$ cat src/design/uptr_params.svh
/*
 * Offsets, field positions and reset values of the port tuning bank.
 * Assumes inclusion by bare name from the package and the design file.
 */
`ifndef UPTR_PARAMS_SVH
`define UPTR_PARAMS_SVH

// ==========================================================
// Register offsets
`define UPTR_ADDR_W 16
`define UPTR_OFF_P2_LINK 16'h69C0
`define UPTR_OFF_P3_DRIVE 16'h6CCA
`define UPTR_OFF_P3_SQUELCH 16'h6CCC
`define UPTR_OFF_P3_LINK 16'h6DC0
`define UPTR_OFF_P4_DRIVE 16'h70CA
`define UPTR_OFF_P4_SQUELCH 16'h70CC
`define UPTR_OFF_P4_LINK 16'h71C0

// ==========================================================
// Field layout
`define UPTR_STATE_HI 7
`define UPTR_STATE_LO 4
`define UPTR_RSVD_BIT 3
`define UPTR_SUB_HI 2
`define UPTR_SUB_LO 0
`define UPTR_TRIM_HI 2
`define UPTR_TRIM_LO 0
`define UPTR_UPPER_HI 7
`define UPTR_UPPER_LO 3

// ==========================================================
// Reset values
`define UPTR_TRIM_NOMINAL 3'h0
`define UPTR_UPPER_RESET 5'h00
`define UPTR_BYTE_ZERO 8'h00
`define UPTR_RSVD_ZERO 1'h0
`define UPTR_SYNC_RESET 14'h0000
`define UPTR_LINK_RESET 7'h00

`endif

$ cat src/design/uptr_pkg.sv
/*
 * Types shared by the port tuning bank.
 * Assumes uptr_params.svh is on the include path.
 */
`include "uptr_params.svh"

package uptr_pkg;

    // ======================================================
    // Link status as seen from the link layer
    typedef struct packed {
        logic [3:0] state;
        logic [2:0] sub_state;
    } uptr_link_t;

    // ======================================================
    // Trim settings driven to the analog front end
    typedef struct packed {
        logic [2:0] drive;
        logic [2:0] squelch;
    } uptr_trim_t;

    // ======================================================
    // Register select decoded from the bus address
    typedef enum {
        UPTR_SEL_NONE,
        UPTR_SEL_P2_LINK,
        UPTR_SEL_P3_DRIVE,
        UPTR_SEL_P3_SQUELCH,
        UPTR_SEL_P3_LINK,
        UPTR_SEL_P4_DRIVE,
        UPTR_SEL_P4_SQUELCH,
        UPTR_SEL_P4_LINK
    } uptr_sel_t;

endpackage

$ cat src/design/uptr_port_tuning_regs.sv
/*
 * Byte-wide register bank: link status of ports 2 to 4 and high-speed
 * drive and squelch trims of ports 3 and 4.
 * Assumes a single-cycle strobe bus master on CLK and link status
 * inputs from another clock domain, which are synchronised here.
 */
// Added by the designer: the strobed register port.
//
// Contract
// - Port 2 link status at 0x69C0, state in bits 7:4, read-only.
// - Port 3 link status at 0x6DC0, sub-state in bits 2:0, read-only.
// - Port 4 link status at 0x71C0, same layout, bit 3 reserved zero.
// - Port 3 drive trim at 0x6CCA, bits 7:0 writable, trim in 2:0, 000 nominal.
// - Port 4 drive trim at 0x70CA, upper bits 7:3 also writable.
// - Port 3 squelch trim at 0x6CCC, bits 2:0 writable, 7:3 read zero.
// - Port 4 squelch trim at 0x70CC, same layout as port 3.
// - Squelch code 000 is the nominal 100 mV trip point.
`timescale 1ns/1ps
`include "uptr_params.svh"

module uptr_port_tuning_regs
(
    input wire logic CLK,
    input wire logic RESETN,
    input wire logic CE,
    input wire logic [15:0] ADDR,
    input wire logic [7:0] WDATA,
    input wire logic WR,
    input wire logic RD,
    output logic [7:0] RDATA,
    input wire uptr_pkg::uptr_link_t P2_LINK,
    input wire uptr_pkg::uptr_link_t P3_LINK,
    input wire uptr_pkg::uptr_link_t P4_LINK,
    output uptr_pkg::uptr_trim_t P3_TRIM,
    output uptr_pkg::uptr_trim_t P4_TRIM
);

    // ======================================================
    // Address decode
    function automatic uptr_pkg::uptr_sel_t decode
    (
        input logic [15:0] a
    );
        case (a)
            `UPTR_OFF_P2_LINK: decode = uptr_pkg::UPTR_SEL_P2_LINK;
            `UPTR_OFF_P3_DRIVE: decode = uptr_pkg::UPTR_SEL_P3_DRIVE;
            `UPTR_OFF_P3_SQUELCH: decode = uptr_pkg::UPTR_SEL_P3_SQUELCH;
            `UPTR_OFF_P3_LINK: decode = uptr_pkg::UPTR_SEL_P3_LINK;
            `UPTR_OFF_P4_DRIVE: decode = uptr_pkg::UPTR_SEL_P4_DRIVE;
            `UPTR_OFF_P4_SQUELCH: decode = uptr_pkg::UPTR_SEL_P4_SQUELCH;
            `UPTR_OFF_P4_LINK: decode = uptr_pkg::UPTR_SEL_P4_LINK;
            default: decode = uptr_pkg::UPTR_SEL_NONE;
        endcase
    endfunction

    // Status byte: state high, reserved bit zero, sub-state low
    function automatic logic [7:0] link_byte
    (
        input uptr_pkg::uptr_link_t l
    );
        link_byte = {l.state, `UPTR_RSVD_ZERO, l.sub_state};
    endfunction

    // ======================================================
    // Link status synchronisers
    // Two stages each; status is a slow level so per-bit sync is fine
    logic [13:0] sync1_q;
    logic [13:0] sync2_q;
    logic [13:0] sync1_d;
    logic [13:0] sync2_d;
    uptr_pkg::uptr_link_t p2_s;
    uptr_pkg::uptr_link_t p3_s;
    uptr_pkg::uptr_link_t p4_s;

    always_comb
    begin
        sync1_d = sync1_q;
        sync2_d = sync2_q;
        if (CE)
        begin
            sync1_d = {P2_LINK, P3_LINK};
            sync2_d = sync1_q;
        end
    end

    always_ff @(posedge CLK or negedge RESETN)
    begin
        if (!RESETN)
        begin
            sync1_q <= `UPTR_SYNC_RESET;
            sync2_q <= `UPTR_SYNC_RESET;
        end
        else
        begin
            sync1_q <= sync1_d;
            sync2_q <= sync2_d;
        end
    end

    logic [6:0] p4_sync1_q;
    logic [6:0] p4_sync2_q;
    logic [6:0] p4_sync1_d;
    logic [6:0] p4_sync2_d;

    always_comb
    begin
        p4_sync1_d = p4_sync1_q;
        p4_sync2_d = p4_sync2_q;
        if (CE)
        begin
            p4_sync1_d = P4_LINK;
            p4_sync2_d = p4_sync1_q;
        end
    end

    always_ff @(posedge CLK or negedge RESETN)
    begin
        if (!RESETN)
        begin
            p4_sync1_q <= `UPTR_LINK_RESET;
            p4_sync2_q <= `UPTR_LINK_RESET;
        end
        else
        begin
            p4_sync1_q <= p4_sync1_d;
            p4_sync2_q <= p4_sync2_d;
        end
    end

    assign p2_s = sync2_q[13:7];
    assign p3_s = sync2_q[6:0];
    assign p4_s = p4_sync2_q;

    // ======================================================
    // Trim registers
    // Codes are kept verbatim; unclear codes are the analog side's concern
    logic [2:0] p3_drive_q;
    logic [2:0] p3_drive_d;
    logic [4:0] p4_upper_q;
    logic [4:0] p4_upper_d;
    logic [4:0] p3_upper_q;
    logic [4:0] p3_upper_d;
    logic [2:0] p4_drive_q;
    logic [2:0] p4_drive_d;
    logic [2:0] p3_sq_q;
    logic [2:0] p3_sq_d;
    logic [2:0] p4_sq_q;
    logic [2:0] p4_sq_d;
    uptr_pkg::uptr_sel_t wsel;

    always_comb
    begin
        wsel = decode(ADDR);
        p3_drive_d = p3_drive_q;
        p3_upper_d = p3_upper_q;
        p4_drive_d = p4_drive_q;
        p4_upper_d = p4_upper_q;
        p3_sq_d = p3_sq_q;
        p4_sq_d = p4_sq_q;
        if (CE && WR)
        begin
            case (wsel)
                uptr_pkg::UPTR_SEL_P3_DRIVE:
                begin
                    p3_drive_d = WDATA[`UPTR_TRIM_HI:`UPTR_TRIM_LO];
                    p3_upper_d = WDATA[`UPTR_UPPER_HI:`UPTR_UPPER_LO];
                end
                uptr_pkg::UPTR_SEL_P4_DRIVE:
                begin
                    p4_drive_d = WDATA[`UPTR_TRIM_HI:`UPTR_TRIM_LO];
                    p4_upper_d = WDATA[`UPTR_UPPER_HI:`UPTR_UPPER_LO];
                end
                uptr_pkg::UPTR_SEL_P3_SQUELCH:
                    p3_sq_d = WDATA[`UPTR_TRIM_HI:`UPTR_TRIM_LO];
                uptr_pkg::UPTR_SEL_P4_SQUELCH:
                    p4_sq_d = WDATA[`UPTR_TRIM_HI:`UPTR_TRIM_LO];
                default:
                    p3_sq_d = p3_sq_q;
            endcase
        end
    end

    // Reset to nominal current and the 100 mV trip point
    always_ff @(posedge CLK or negedge RESETN)
    begin
        if (!RESETN)
        begin
            p3_drive_q <= `UPTR_TRIM_NOMINAL;
            p3_upper_q <= `UPTR_UPPER_RESET;
            p4_drive_q <= `UPTR_TRIM_NOMINAL;
            p4_upper_q <= `UPTR_UPPER_RESET;
            p3_sq_q <= `UPTR_TRIM_NOMINAL;
            p4_sq_q <= `UPTR_TRIM_NOMINAL;
        end
        else
        begin
            p3_drive_q <= p3_drive_d;
            p3_upper_q <= p3_upper_d;
            p4_drive_q <= p4_drive_d;
            p4_upper_q <= p4_upper_d;
            p3_sq_q <= p3_sq_d;
            p4_sq_q <= p4_sq_d;
        end
    end

    // ======================================================
    // Trim outputs, registered so they never glitch into the PHY
    uptr_pkg::uptr_trim_t p3_trim_q;
    uptr_pkg::uptr_trim_t p4_trim_q;
    uptr_pkg::uptr_trim_t p3_trim_d;
    uptr_pkg::uptr_trim_t p4_trim_d;

    always_comb
    begin
        p3_trim_d = p3_trim_q;
        p4_trim_d = p4_trim_q;
        if (CE)
        begin
            p3_trim_d = {p3_drive_q, p3_sq_q};
            p4_trim_d = {p4_drive_q, p4_sq_q};
        end
    end

    always_ff @(posedge CLK or negedge RESETN)
    begin
        if (!RESETN)
        begin
            p3_trim_q <= {`UPTR_TRIM_NOMINAL, `UPTR_TRIM_NOMINAL};
            p4_trim_q <= {`UPTR_TRIM_NOMINAL, `UPTR_TRIM_NOMINAL};
        end
        else
        begin
            p3_trim_q <= p3_trim_d;
            p4_trim_q <= p4_trim_d;
        end
    end

    assign P3_TRIM = p3_trim_q;
    assign P4_TRIM = p4_trim_q;

    // ======================================================
    // Read path: data stands from the cycle after the strobe until the next CE cycle clears it
    logic [7:0] rdata_q;
    logic [7:0] rdata_d;
    uptr_pkg::uptr_sel_t rsel;

    always_comb
    begin
        rsel = decode(ADDR);
        rdata_d = rdata_q;
        if (CE)
        begin
            rdata_d = `UPTR_BYTE_ZERO;
            if (RD)
            begin
                case (rsel)
                    uptr_pkg::UPTR_SEL_P2_LINK:
                        rdata_d = link_byte(p2_s);
                    uptr_pkg::UPTR_SEL_P3_LINK:
                        rdata_d = link_byte(p3_s);
                    uptr_pkg::UPTR_SEL_P4_LINK:
                        rdata_d = link_byte(p4_s);
                    uptr_pkg::UPTR_SEL_P3_DRIVE:
                        rdata_d = {p3_upper_q, p3_drive_q};
                    uptr_pkg::UPTR_SEL_P4_DRIVE:
                        rdata_d = {p4_upper_q, p4_drive_q};
                    uptr_pkg::UPTR_SEL_P3_SQUELCH:
                        rdata_d = {`UPTR_UPPER_RESET, p3_sq_q};
                    uptr_pkg::UPTR_SEL_P4_SQUELCH:
                        rdata_d = {`UPTR_UPPER_RESET, p4_sq_q};
                    default:
                        rdata_d = `UPTR_BYTE_ZERO;
                endcase
            end
        end
    end

    always_ff @(posedge CLK or negedge RESETN)
    begin
        if (!RESETN)
        begin
            rdata_q <= `UPTR_BYTE_ZERO;
        end
        else
        begin
            rdata_q <= rdata_d;
        end
    end

    assign RDATA = rdata_q;

endmodule // uptr_port_tuning_regs

$ cat config.mk
export PLATFORM = sky130hd
export DESIGN_NAME = uptr_port_tuning_regs
export DESIGN_NICKNAME = d
export VERILOG_FILES = /design/src/design/uptr_pkg.sv /design/src/design/uptr_port_tuning_regs.sv
export VERILOG_INCLUDE_DIRS = /design/src /design/src/design
export SDC_FILE = /design/constraint.sdc
export NUM_CORES = 1
export LEC_CHECK = 0
export BUFFER_PORTS_ARGS = -buffer_cell sky130_fd_sc_hd__buf_2
export CELL_PAD_IN_SITES_DETAIL_PLACEMENT = 0
export CELL_PAD_IN_SITES_GLOBAL_PLACEMENT = 1
export CORE_MARGIN = 2
export CORE_UTILIZATION = 48
export DETAILED_ROUTE_END_ITERATION = 8
export PLACE_DENSITY_LB_ADDON = 0.05
export SYNTH_ARGS = -nofsm -noshare
export SYNTH_HDL_FRONTEND = slang
export SYNTH_SLANG_ARGS = --single-unit
$ cat constraint.sdc
create_clock -name CLK -period 2.1 [get_ports CLK]
set_input_delay 0.42 -clock CLK [delete_from_list [all_inputs] [get_ports CLK]]
set_output_delay 0.42 -clock CLK [all_outputs]
set_load 0.1 [all_outputs]
## Word level (Yosys, flattened, before mapping)

Cells that the tools add are included.

- Input port bits: 50
- Register bits after elaboration: 84

- Eq/ne operators: 14
- Reductions and logical operators: 5
- Mux-type cells: 3

Operator list:

| kind | count |
|---|---|
| equality test 16 x 15 -> 1 bit (second input constant) | 7 |
| case mux 8 bit (7 select lines) | 1 |
| case mux 3 bit (7 select lines) | 1 |
| equality test 3 bit (second input constant) | 4 |
| 2-to-1 mux 8 bit | 1 |
| AND reduction 2 bit | 4 |
| equality test 3 x 2 -> 1 bit (second input constant) | 2 |
| equality test 3 x 1 -> 1 bit (second input constant) | 1 |
| logical AND 1 bit | 1 |

## Depth between registers and ports, before layout

Gate-level depths: netlist (run 1).

- Depth in word-level cells: 5
- Mapped depth: 6
- Depth with buffers taken out: 5

## Worst setup path after synthesis (run 1)

OpenSTA, ideal clock, no wires.

- Kind: in2reg
- From: input port ADDR[0]
- To: register p3_drive_q[0]
- Cell stages on the path: 5
- Buffers on the path: 1
- Slack: -73 ps
- Required time: 1975 ps
- Arrival: 2048 ps
- Cell sequence: nand4bb_4 -> or4_1 -> buf_6 -> nor4_4 -> mux2_2

- Cells in the longest elaborated chain, start to end: 4
- Elaborated cells between the ends (all ways): 10

RTL lines:

| item | RTL line | source |
|---|---|---|
| from (decl) | uptr_port_tuning_regs.sv:26 | `input wire logic [15:0] ADDR,` |
| equality test 16 x 15 -> 1 bit | uptr_port_tuning_regs.sv:44 | `case (a)` |
| case mux 3 bit (7 select lines) (*) | uptr_port_tuning_regs.sv:44 |  |
| equality test 3 x 2 -> 1 bit (*) | uptr_port_tuning_regs.sv:162 | `case (wsel)` |
| AND reduction 2 bit (no line) (*) | - |  |
| to (signal assigned) | uptr_port_tuning_regs.sv:188 | `` p3_drive_q <= `UPTR_TRIM_NOMINAL; `` |
| to (signal assigned) | uptr_port_tuning_regs.sv:197 | `p3_drive_q <= p3_drive_d;` |
| to (decl) | uptr_port_tuning_regs.sv:137 | `logic [2:0] p3_drive_q;` |

Mark *: on every way between the ends. The rest lies on a longest branch, timed or not.
A chain may end at the register's enable or synchronous reset.

## Worst setup path in the final report (run 1)

- From: input port ADDR[0]
- To: register p3_upper_q[2]

- Cells in the longest elaborated chain, start to end: 4
- Elaborated cells between the ends (all ways): 10

RTL lines:

| item | RTL line | source |
|---|---|---|
| equality test 16 x 15 -> 1 bit | uptr_port_tuning_regs.sv:44 |  |
| case mux 3 bit (7 select lines) (*) | uptr_port_tuning_regs.sv:44 |  |
| equality test 3 x 2 -> 1 bit (*) | uptr_port_tuning_regs.sv:162 |  |
| AND reduction 2 bit (no line) (*) | - |  |
| to (signal assigned) | uptr_port_tuning_regs.sv:189 | `` p3_upper_q <= `UPTR_UPPER_RESET; `` |
| to (signal assigned) | uptr_port_tuning_regs.sv:198 | `p3_upper_q <= p3_upper_d;` |
| to (decl) | uptr_port_tuning_regs.sv:141 | `logic [4:0] p3_upper_q;` |

Marked as above.

==> flow_metrics.py, run 1 <==
metrics = {
    "final_layout": {
        "multiInputGateArea_um2": 1520,
        "mostFrequentLayoutCell": "dfrtp_1",
        "final_cell_mix": "84 x dfrtp_1, 76 x mux2_2, 68 x buf_2, 19 x buf_4, 10 x clkbuf_8",
        "seqCellArea_um2": 2100,
        "drive_above_1_share_pct": 53.1,
        "stdcell_count": 462,
        "nNetsFinal": 405,
        "areaGrowthSynthToFinish_pct": 22.4,
        "nFillCells": 639,
        "diodes": 0,
    },
    "pwr": {
        "leakage_nw": 2.11,
        "ir_drop_uv": 436,
        "power.density_nw_per_um2": 738,
    },
    "worst_setup_path": {
        "cp-end-kind": "register",
        "worstPathRequired_ns": 2.33,
        "worstPathArrival_ns": 2.14,
        "max_stage_delay_ns": 0.66,
        "cpLargestDelayFamily": "simple AND/OR/NAND/NOR gates",
        "worst_setup_path_start_kind": "input port",
        "cp_max_fo": 8,
        "critPathSlowestCell": "or4_1",
        "crit_chain": "buf_2 -> nand4bb_4 -> or4_1 -> nor4_4 -> buf_4 -> mux2_2",
        "crit_buf_inv": 2,
        "worstSetupPathType": "input port to register",
    },
    "clock_network": {
        "clkTransAtPathRegs_ns": 0.09,
        "cts_tree": "built",
        "cts_inserted_buffers": 9,
        "insertion_delay_ns": 0.34,
        "post_cts_buffers": 0,
        "h-tree-depth": 3,
        "cts_hold_buf": 0,
        "clock-sinks": 84,
        "cts_max_path_buffers": 2,
        "root_buffer": "clkbuf_8",
        "ctsResizeCount": 0,
    },
    "synth": {
        "synth.distinct_cells": 39,
        "async_flop_share_pct": 100,
        "syn-cell-area_um2": 3700,
        "synth_top_family_by_area": "multiplexers",
        "synthTopCellsByArea": "dfrtp_1 57%, mux2_2 23%, a22o_1 1.9%",
        "syn_area_per_cell_um2": 13.9,
        "synth.net_count": 316,
        "synthMuxAreaShare_pct": 24.2,
        "synth_edf_count": 0,
        "synth_compound_area_share_pct": 6.90,
        "ys.flop_type": "dfrtp_1",
        "synth-simple-area-share_pct": 9.91,
        "synth.top_cell.area_share_pct": 56.8,
        "yosys_warnings": 0,
        "synth_area_leader_cell": "dfrtp_1",
        "synth-xor-area-share_pct": 0,
        "postSynthCellCount": 266,
        "synth_fa_ha_area_share_pct": 0,
        "synth-seq-cells": 84,
        "yosysSeqAreaShare_pct": 56.8,
    },
    "sta": {
        "setup_ws_ns": 0.188,
        "worst_pin_slew_ns": 0.515,
        "clock_skew_ns": 0.00659,
        "final.min_clock_period_ns": 1.91,
        "rsz0062_at_grt": "no",
        "finalMaxSlewViolations": 0,
        "setup_viol": 0,
        "slew_headroom_pct": 65.7,
        "setup_tns_ns": 0,
        "max_clock_freq_mhz": 523,
        "min_period_over_period_pct": 91.0,
        "hold_viol_final": 0,
    },
    "die": {
        "start_util_pct": 48.6,
        "num_rows": 32,
        "die_y_um": 91.8,
        "die-width_um": 91.8,
        "coreArea_um2": 7610,
        "pin_count": 70,
        "dieArea_um2": 8420,
    },
    "global_routing": {
        "grt_overflow": 0,
        "grt_pass1_wl_um": 12700,
        "grt_max_degree": 50,
        "grt-busiest-layer": "met2",
        "grt_usage_pct": 19.4,
        "antenna_found_initial": 0,
        "use_met1_pct": 28.3,
        "grtUsageMet3_pct": 3.20,
        "met2_usage_pct": 29.0,
        "grt_pass1_vias": 2547,
    },
    "routing": {
        "vias": 2538,
        "finalWirelength_um": 7660,
        "dr.pass1.iters": 4,
        "first_iter_violations": 103,
        "viasPerCell": 5.49,
        "route.detailed.drc": 0,
        "post_drt_wl_per_cell_um": 16.6,
        "antenna_left": 0,
    },
    "worst_hold_path": {
        "hold_class": "input port to async pin",
    },
    "place": {
        "place_congestion": 0.869,
        "dp.cells": 446,
        "numPortBuffers": 69,
        "dpl.hpwl_um": 5430,
        "place_worst_setup_slack_ns": -0.153,
    },
    "run": {
        "drv_cap": 0,
    },
    "outcome": {
        "status": "complete, no violations",
    },
}
[cell usage after synthesis, types with 4 or more instances]
library cell,number
a22o_1,8
nor2_1,4
mux2_2,76
inv_1,7
nand3_1,6
dfrtp_1,84
nor3_1,4
clkbuf_1,5
nand2b_1,4
nor2b_1,4
nand4_1,4
buf_1,4
mux2i_1,4
a221oi_1,7
o22ai_1,5
nand2_1,7
[flip-flops by register name (all words and copies together), names as in the netlist, 5 cells and up]
signal	count
p4_sync1_q	7
P3_TRIM	6
sync2_q	14
sync1_q	14
p4_upper_q	5
p3_upper_q	5
RDATA	8
P4_TRIM	6
p4_s	7
[cell type report]
class / instances / area share (%)
clock inverters: 5 / 1.85
well taps: 102 / 2.82
clock buffers: 11 / 3.12
inverters: 7 / 0.580
multi-input cells: 164 / 33.6
repair buffers: 89 / 11.6
flip-flops and latches: 84 / 46.4
[metrics by stage]
| stage | hold slack, ns | util, % | area [um2] | power, W |
|---|---|---|---|---|
| CTS | 0.0312 | 59.5 | 4530 | 0.00338 |
| floorplan | 0.124 | - | 3710 | 0.00195 |
| detailed placement | 0.415 | 56.5 | 4300 | 0.00209 |
| global placement | 0.412 | 56.5 | 4300 | 0.00208 |
| finish | 0.0253 | 59.5 | 4530 | 0.00334 |
| global route | 0.0576 | 59.5 | 4530 | 0.00348 |
[worst paths after layout]
| kind | depth (start not counted) | slack [ns] | startpoint | end |
|---|---|---|---|---|
| setup reg to reg | 3 | 0.90 | p4_sq_q[0]$_DFFE_PN0P_ | RDATA[0]$_DFFE_PN0P_ |
| setup / recovery | 6 | 0.19 | ADDR[0] | p3_upper_q[2]$_DFFE_PN0P_ |
| min in group CLK | 2 | 0.30 | P4_LINK[4] | p4_sync1_q[4]$_DFFE_PN0P_ |
| max in group asynchronous | 2 | 1.45 | RESETN | p4_sync1_q[5]$_DFFE_PN0P_ |
| hold reg to reg | 1 | 0.50 | P3_TRIM[1]$_DFFE_PN0P_ | P3_TRIM[1]$_DFFE_PN0P_ |
| hold / removal | 1 | 0.03 | RESETN | sync1_q[1]$_DFFE_PN0P_ |
[cell families (layout without fill, tap and decap cells)]
logic type             after synthesis  count (layout)
buffers and inverters               18             112
AO/OA/AOI/OAI                       33              33
multiplexers                        80              80
flip-flops                          84              84
AND/OR/NAND/NOR                     51              51
[routing by layer]
layer	vias to the layer above	wire [um]
met5	-	0
met4	0	156
met3	15	340
met2	67	3490
met1	1285	3670
li1	1171	-
[power by group]
group	switching [W]	internal, W	leakage (nW)
clock network	0.000582	0.000707	0.106
logic	0.000130	0.000154	0.929
registers	0.0000519	0.00172	1.08
Note: power is estimated with default switching activity, not from simulation.
==> run 2, diff against run 1 <==
CORE_MARGIN = unset   (was 2)
==> run 2 against run 1 <==
Net effect:
- critical path depth up 1
- wire length down 3.1%
- clock skew up 0.0044 ns
- final cell count down 0.43%
- die area down 4.3%
- core utilization up 1.6 points
- largest cell class unchanged
==> flow_metrics.py, run 2 (same netlist as run 1, synthesis figures left out) <==
metrics = {
    "die": {
        "die-width_um": 89.8,
        "start_util_pct": 50.2,
        "pin_count": 70,
        "coreArea_um2": 7370,
        "num_rows": 31,
        "dieArea_um2": 8060,
        "die_y_um": 89.8,
    },
    "worst_setup_path": {
        "crit_chain": "buf_2 -> nand4bb_4 -> or4_1 -> buf_4 -> nor3_1 -> a221oi_1 -> o22ai_1",
        "worst_setup_path_start_kind": "input port",
        "max_stage_delay_ns": 0.66,
        "worstPathArrival_ns": 2.17,
        "critPathSlowestCell": "or4_1",
        "worstSetupPathType": "input port to register",
        "cp_max_fo": 8,
        "cp-end-kind": "register",
        "worstPathRequired_ns": 2.36,
    },
    "global_routing": {
        "antenna_found_initial": 0,
        "grt_overflow": 0,
        "grt_max_degree": 44,
        "grt_usage_pct": 20.4,
        "grt_pass1_wl_um": 12600,
        "grt_pass1_vias": 2508,
    },
    "routing": {
        "finalWirelength_um": 7420,
        "route.detailed.drc": 0,
        "viasPerCell": 5.42,
        "post_drt_wl_per_cell_um": 16.1,
        "vias": 2492,
        "first_iter_violations": 90,
        "dr.pass1.iters": 4,
        "antenna_left": 0,
    },
    "pwr": {
        "power.density_nw_per_um2": 710,
        "leakage_nw": 2.11,
        "ir_drop_uv": 470,
        "fin_total_pwr_w": 0.00320,
    },
    "clock_network": {
        "post_cts_buffers": 0,
        "cts_tree": "built",
        "cts_inserted_buffers": 9,
        "h-tree-depth": 3,
        "cts_hold_buf": 0,
        "insertion_delay_ns": 0.34,
        "clkTransAtPathRegs_ns": 0.08,
        "ctsResizeCount": 0,
        "clock-sinks": 84,
        "cts_max_path_buffers": 2,
        "root_buffer": "clkbuf_8",
    },
    "outcome": {
        "status": "complete, no violations",
    },
    "final_layout": {
        "nNetsFinal": 406,
        "areaGrowthSynthToFinish_pct": 21.8,
        "mostFrequentLayoutCell": "dfrtp_1",
        "final_cell_mix": "84 x dfrtp_1, 76 x mux2_2, 68 x buf_2, 20 x buf_4, 10 x clkbuf_8",
        "stdcell_count": 460,
        "diodes": 0,
        "utilization_pct": 61.1,
        "drive_above_1_share_pct": 53.2,
    },
    "worst_hold_path": {
        "hold_class": "input port to async pin",
    },
    "sta": {
        "min_period_over_period_pct": 90.8,
        "clock_skew_ns": 0.0110,
        "finalMaxSlewViolations": 0,
        "setup_tns_ns": 0,
        "setup_viol": 0,
        "rsz0062_at_grt": "no",
        "hold_viol_final": 0,
        "final.min_clock_period_ns": 1.91,
        "worst_pin_slew_ns": 0.544,
        "max_clock_freq_mhz": 524,
        "slew_headroom_pct": 63.7,
    },
    "place": {
        "dpl.hpwl_um": 5480,
        "place_congestion": 0.818,
        "dp.cells": 444,
        "numPortBuffers": 69,
    },
    "run": {
        "drv_cap": 0,
    },
}
run 2: changes by cell type in the layout (fill, tap and decap cells not counted), sizes merged:
| cell | previous run | this run |
|---|---|---|
| bufinv | 2 | 1 |
| clkinv | 0 | 1 |
| buf | 89 | 90 |
run 2: worst paths after layout:
path / start / to / cells after the start / slack (ns)
max in group asynchronous: RESETN / RDATA[5]$_DFFE_PN0P_ / 2 / 1.43
worst max register to register: p4_sq_q[0]$_DFFE_PN0P_ / RDATA[0]$_DFFE_PN0P_ / 3 / 0.93
worst min-delay path: RESETN / sync1_q[0]$_DFFE_PN0P_ / 1 / 0.05
worst max-delay path: ADDR[0] / RDATA[5]$_DFFE_PN0P_ / 7 / 0.19
min in group CLK: P4_LINK[2] / p4_sync1_q[2]$_DFFE_PN0P_ / 2 / 0.30
worst min register to register: P3_TRIM[1]$_DFFE_PN0P_ / P3_TRIM[1]$_DFFE_PN0P_ / 1 / 0.50
run 2: layout make-up:
class	count	area [um2]
Sequential cell	84	2100
Tap cell	99	124
Clock inverter	5	58.8
Timing Repair Buffer	90	531
Fill cell	642	2860
Inverter	7	26.3
Multi-Input combinational cell	164	1520
Clock buffer	11	141
run 2: per-layer routing:
metal | part of all wire (%) | global-route usage (%) | up-vias
li1 | - | - | 1175
met1 | 48 | 28.2 | 1253
met2 | 47 | 31.3 | 54
met3 | 3.3 | 3.81 | 10
met4 | 2.0 | 9.29 | 0
met5 | 0 | 0 | -
run 2: critical path, delay by kind of cell:
family | cells | cell delay (ns)
AND/OR/NAND/NOR | 3 | 1.21
buffers and inverters | 2 | 0.32
AO/OA/AOI/OAI | 2 | 0.21
run 2: per-stage QoR:
stage	setup WS [ns]	instance area (um2)	hold slack, ns
floorplan	-0.0728	3710	0.124
global placement	-0.138	4310	0.452
detailed placement	-0.145	4310	0.451
CTS	0.226	4510	0.0673
global route	0.105	4510	0.0855
finish	0.193	4510	0.0496
run 2: power by group:
part           leakage (nW)  switching [W]  internal (W)
registers              1.08      0.0000510       0.00172
logic                 0.933       0.000129      0.000155
clock network        0.0959       0.000564      0.000585
==> run 3, diff against run 2 <==
CORE_UTILIZATION = 45   (was 48)
==> run 3 against run 2 <==
Net effect:
- critical endpoint is now p3_upper_q[2]$_DFFE_PN0P_
- total power rose by 3.3%
- the run now ends with hold timing left
- sequential share of layout area decreased by 0.23 points
- largest cell class unchanged
- via count down 0.32%
- critical path depth is 1 lower
- combinational power about the same
==> flow_metrics.py, run 3 (same netlist as run 1, synthesis figures left out) <==
metrics = {
    "place": {
        "dp.cells": 448,
        "place_congestion": 0.809,
        "dpl.hpwl_um": 5600,
        "numPortBuffers": 69,
    },
    "sta": {
        "rsz0062_at_grt": "no",
        "setup_viol": 0,
        "max_clock_freq_mhz": 523,
        "holdWs_ns": -0.00213,
        "min_period_over_period_pct": 91.0,
        "finalMaxSlewViolations": 0,
        "hold_viol_final": 2,
        "clock_skew_ns": 0.00365,
        "slew_headroom_pct": 67.6,
        "worst_pin_slew_ns": 0.486,
        "final.min_clock_period_ns": 1.91,
        "setup_tns_ns": 0,
    },
    "clock_network": {
        "cts_tree": "built",
        "insertion_delay_ns": 0.35,
        "clkTransAtPathRegs_ns": 0.08,
        "cts_max_path_buffers": 2,
        "ctsResizeCount": 0,
        "post_cts_buffers": 0,
        "cts_hold_buf": 0,
        "cts_inserted_buffers": 9,
        "clock-sinks": 84,
        "h-tree-depth": 3,
        "root_buffer": "clkbuf_8",
    },
    "pwr": {
        "power.density_nw_per_um2": 730,
        "swShare_pct": 22.4,
        "cellInternalPower_w": 0.00257,
        "clkPwrFrac_pct": 37.8,
        "ir_drop_uv": 382,
        "net-switching-power_w": 0.000742,
        "pwr-share-seq_pct": 53.5,
        "leakage_nw": 2.13,
        "p_comb_share_pct": 8.7,
    },
    "worst_setup_path": {
        "reg2reg_depth": 3,
        "worstPathRequired_ns": 2.33,
        "timing.rr.end": "RDATA[0]$_DFFE_PN0P_",
        "cp_max_fo": 8,
        "cp-end-kind": "register",
        "r2r_slack_ns": 0.94,
        "worstPathArrival_ns": 2.14,
        "worst_setup_path_start_kind": "input port",
        "reg2reg_from": "p4_sq_q[0]$_DFFE_PN0P_",
        "worstSetupPathType": "input port to register",
    },
    "global_routing": {
        "grt_usage_pct": 19.8,
        "grt_overflow": 0,
        "grt_max_degree": 55,
        "grt_pass1_vias": 2505,
        "antenna_found_initial": 0,
        "grt_pass1_wl_um": 12800,
    },
    "routing": {
        "finalWirelength_um": 7750,
        "vias": 2484,
        "dr.pass1.iters": 4,
        "post_drt_wl_per_cell_um": 16.8,
        "first_iter_violations": 115,
        "route.detailed.drc": 0,
        "viasPerCell": 5.38,
        "antenna_left": 0,
    },
    "run": {
        "drv_cap": 0,
    },
    "die": {
        "num_rows": 32,
        "coreArea_um2": 7850,
        "die_y_um": 92.7,
        "start_util_pct": 47.1,
        "pin_count": 70,
        "die-width_um": 92.7,
        "dieArea_um2": 8590,
    },
    "final_layout": {
        "mostFrequentLayoutCell": "dfrtp_1",
        "areaGrowthSynthToFinish_pct": 22.4,
        "nNetsFinal": 407,
        "diodes": 0,
        "final_cell_mix": "84 x dfrtp_1, 76 x mux2_2, 68 x buf_2, 21 x buf_4, 10 x clkbuf_8",
        "stdcell_count": 462,
        "drive_above_1_share_pct": 53.3,
        "seqCellArea_um2": 2100,
        "nFillCells": 694,
        "multiInputGateArea_um2": 1520,
    },
    "outcome": {
        "status": "finished, violations left",
        "violations": "hold timing",
    },
    "worst_hold_path": {
        "hold_class": "input port to async pin",
    },
}
run 3: cell count changes in the layout (fill, tap and decap cells not counted), sizes merged:
cell / previous run / this run
clkinvlp: 2 / 0
buf: 90 / 91
bufinv: 1 / 2
clkbuf: 11 / 10
run 3: worst max-delay path by stage:
stage / start / endpoint / slack, ns / cells past startpoint
global placement: ADDR[0] / p3_upper_q[2]$_DFFE_PN0P_ / -0.14 / 6
finish: ADDR[0] / p3_upper_q[2]$_DFFE_PN0P_ / 0.19 / 6
CTS: ADDR[0] / p3_upper_q[2]$_DFFE_PN0P_ / 0.20 / 6
global route: ADDR[0] / RDATA[2]$_DFFE_PN0P_ / 0.11 / 8
floorplan: ADDR[0] / p3_drive_q[0]$_DFFE_PN0P_ / -0.07 / 5
detailed placement: ADDR[0] / p3_upper_q[0]$_DFFE_PN0P_ / -0.16 / 6
run 3: stage by stage:
stage | area (um2) | util, % | worst slack (ns) | power [W]
CTS | 4530 | 57.7 | 0.196 | 0.00335
global placement | 4320 | 55.0 | -0.144 | 0.00208
finish | 4530 | 57.7 | 0.190 | 0.00331
floorplan | 3710 | - | -0.0728 | 0.00195
global route | 4530 | 57.7 | 0.114 | 0.00345
detailed placement | 4320 | 55.0 | -0.162 | 0.00210
run 3: area by class of cell:
cell class,instances,share of cell area (%)
clock inverter,4,1.63
multi-input combinational,164,33.6
inverter,7,0.580
timing repair buffer,91,11.9
sequential,84,46.4
tap,102,2.82
clock buffer,10,3.04
run 3: critical path: stages:
cell	delay (ns)
buf_2	0.10
nand4bb_4	0.22
or4_1	0.66
nor4_4	0.19
buf_4	0.21
mux2_2	0.35
run 3: power groups by stage:
stage / clock network, W / logic (W) / registers (W)
floorplan: 0 / 0.000163 / 0.00178
global route: 0.00135 / 0.000317 / 0.00178
CTS: 0.00128 / 0.000293 / 0.00177
global placement: 0 / 0.000285 / 0.00180
finish: 0.00125 / 0.000287 / 0.00177
detailed placement: 0 / 0.000292 / 0.00180
run 3: metal layers:
layer  vias to the layer above  share of wire, %  global-route usage (%)
met5                         -                 0                       0
met4                         0               1.6                    7.31
met3                        12               4.2                    3.37
met1                      1239                47                    27.4
li1                       1169                 -                       -
met2                        64                47                    31.4
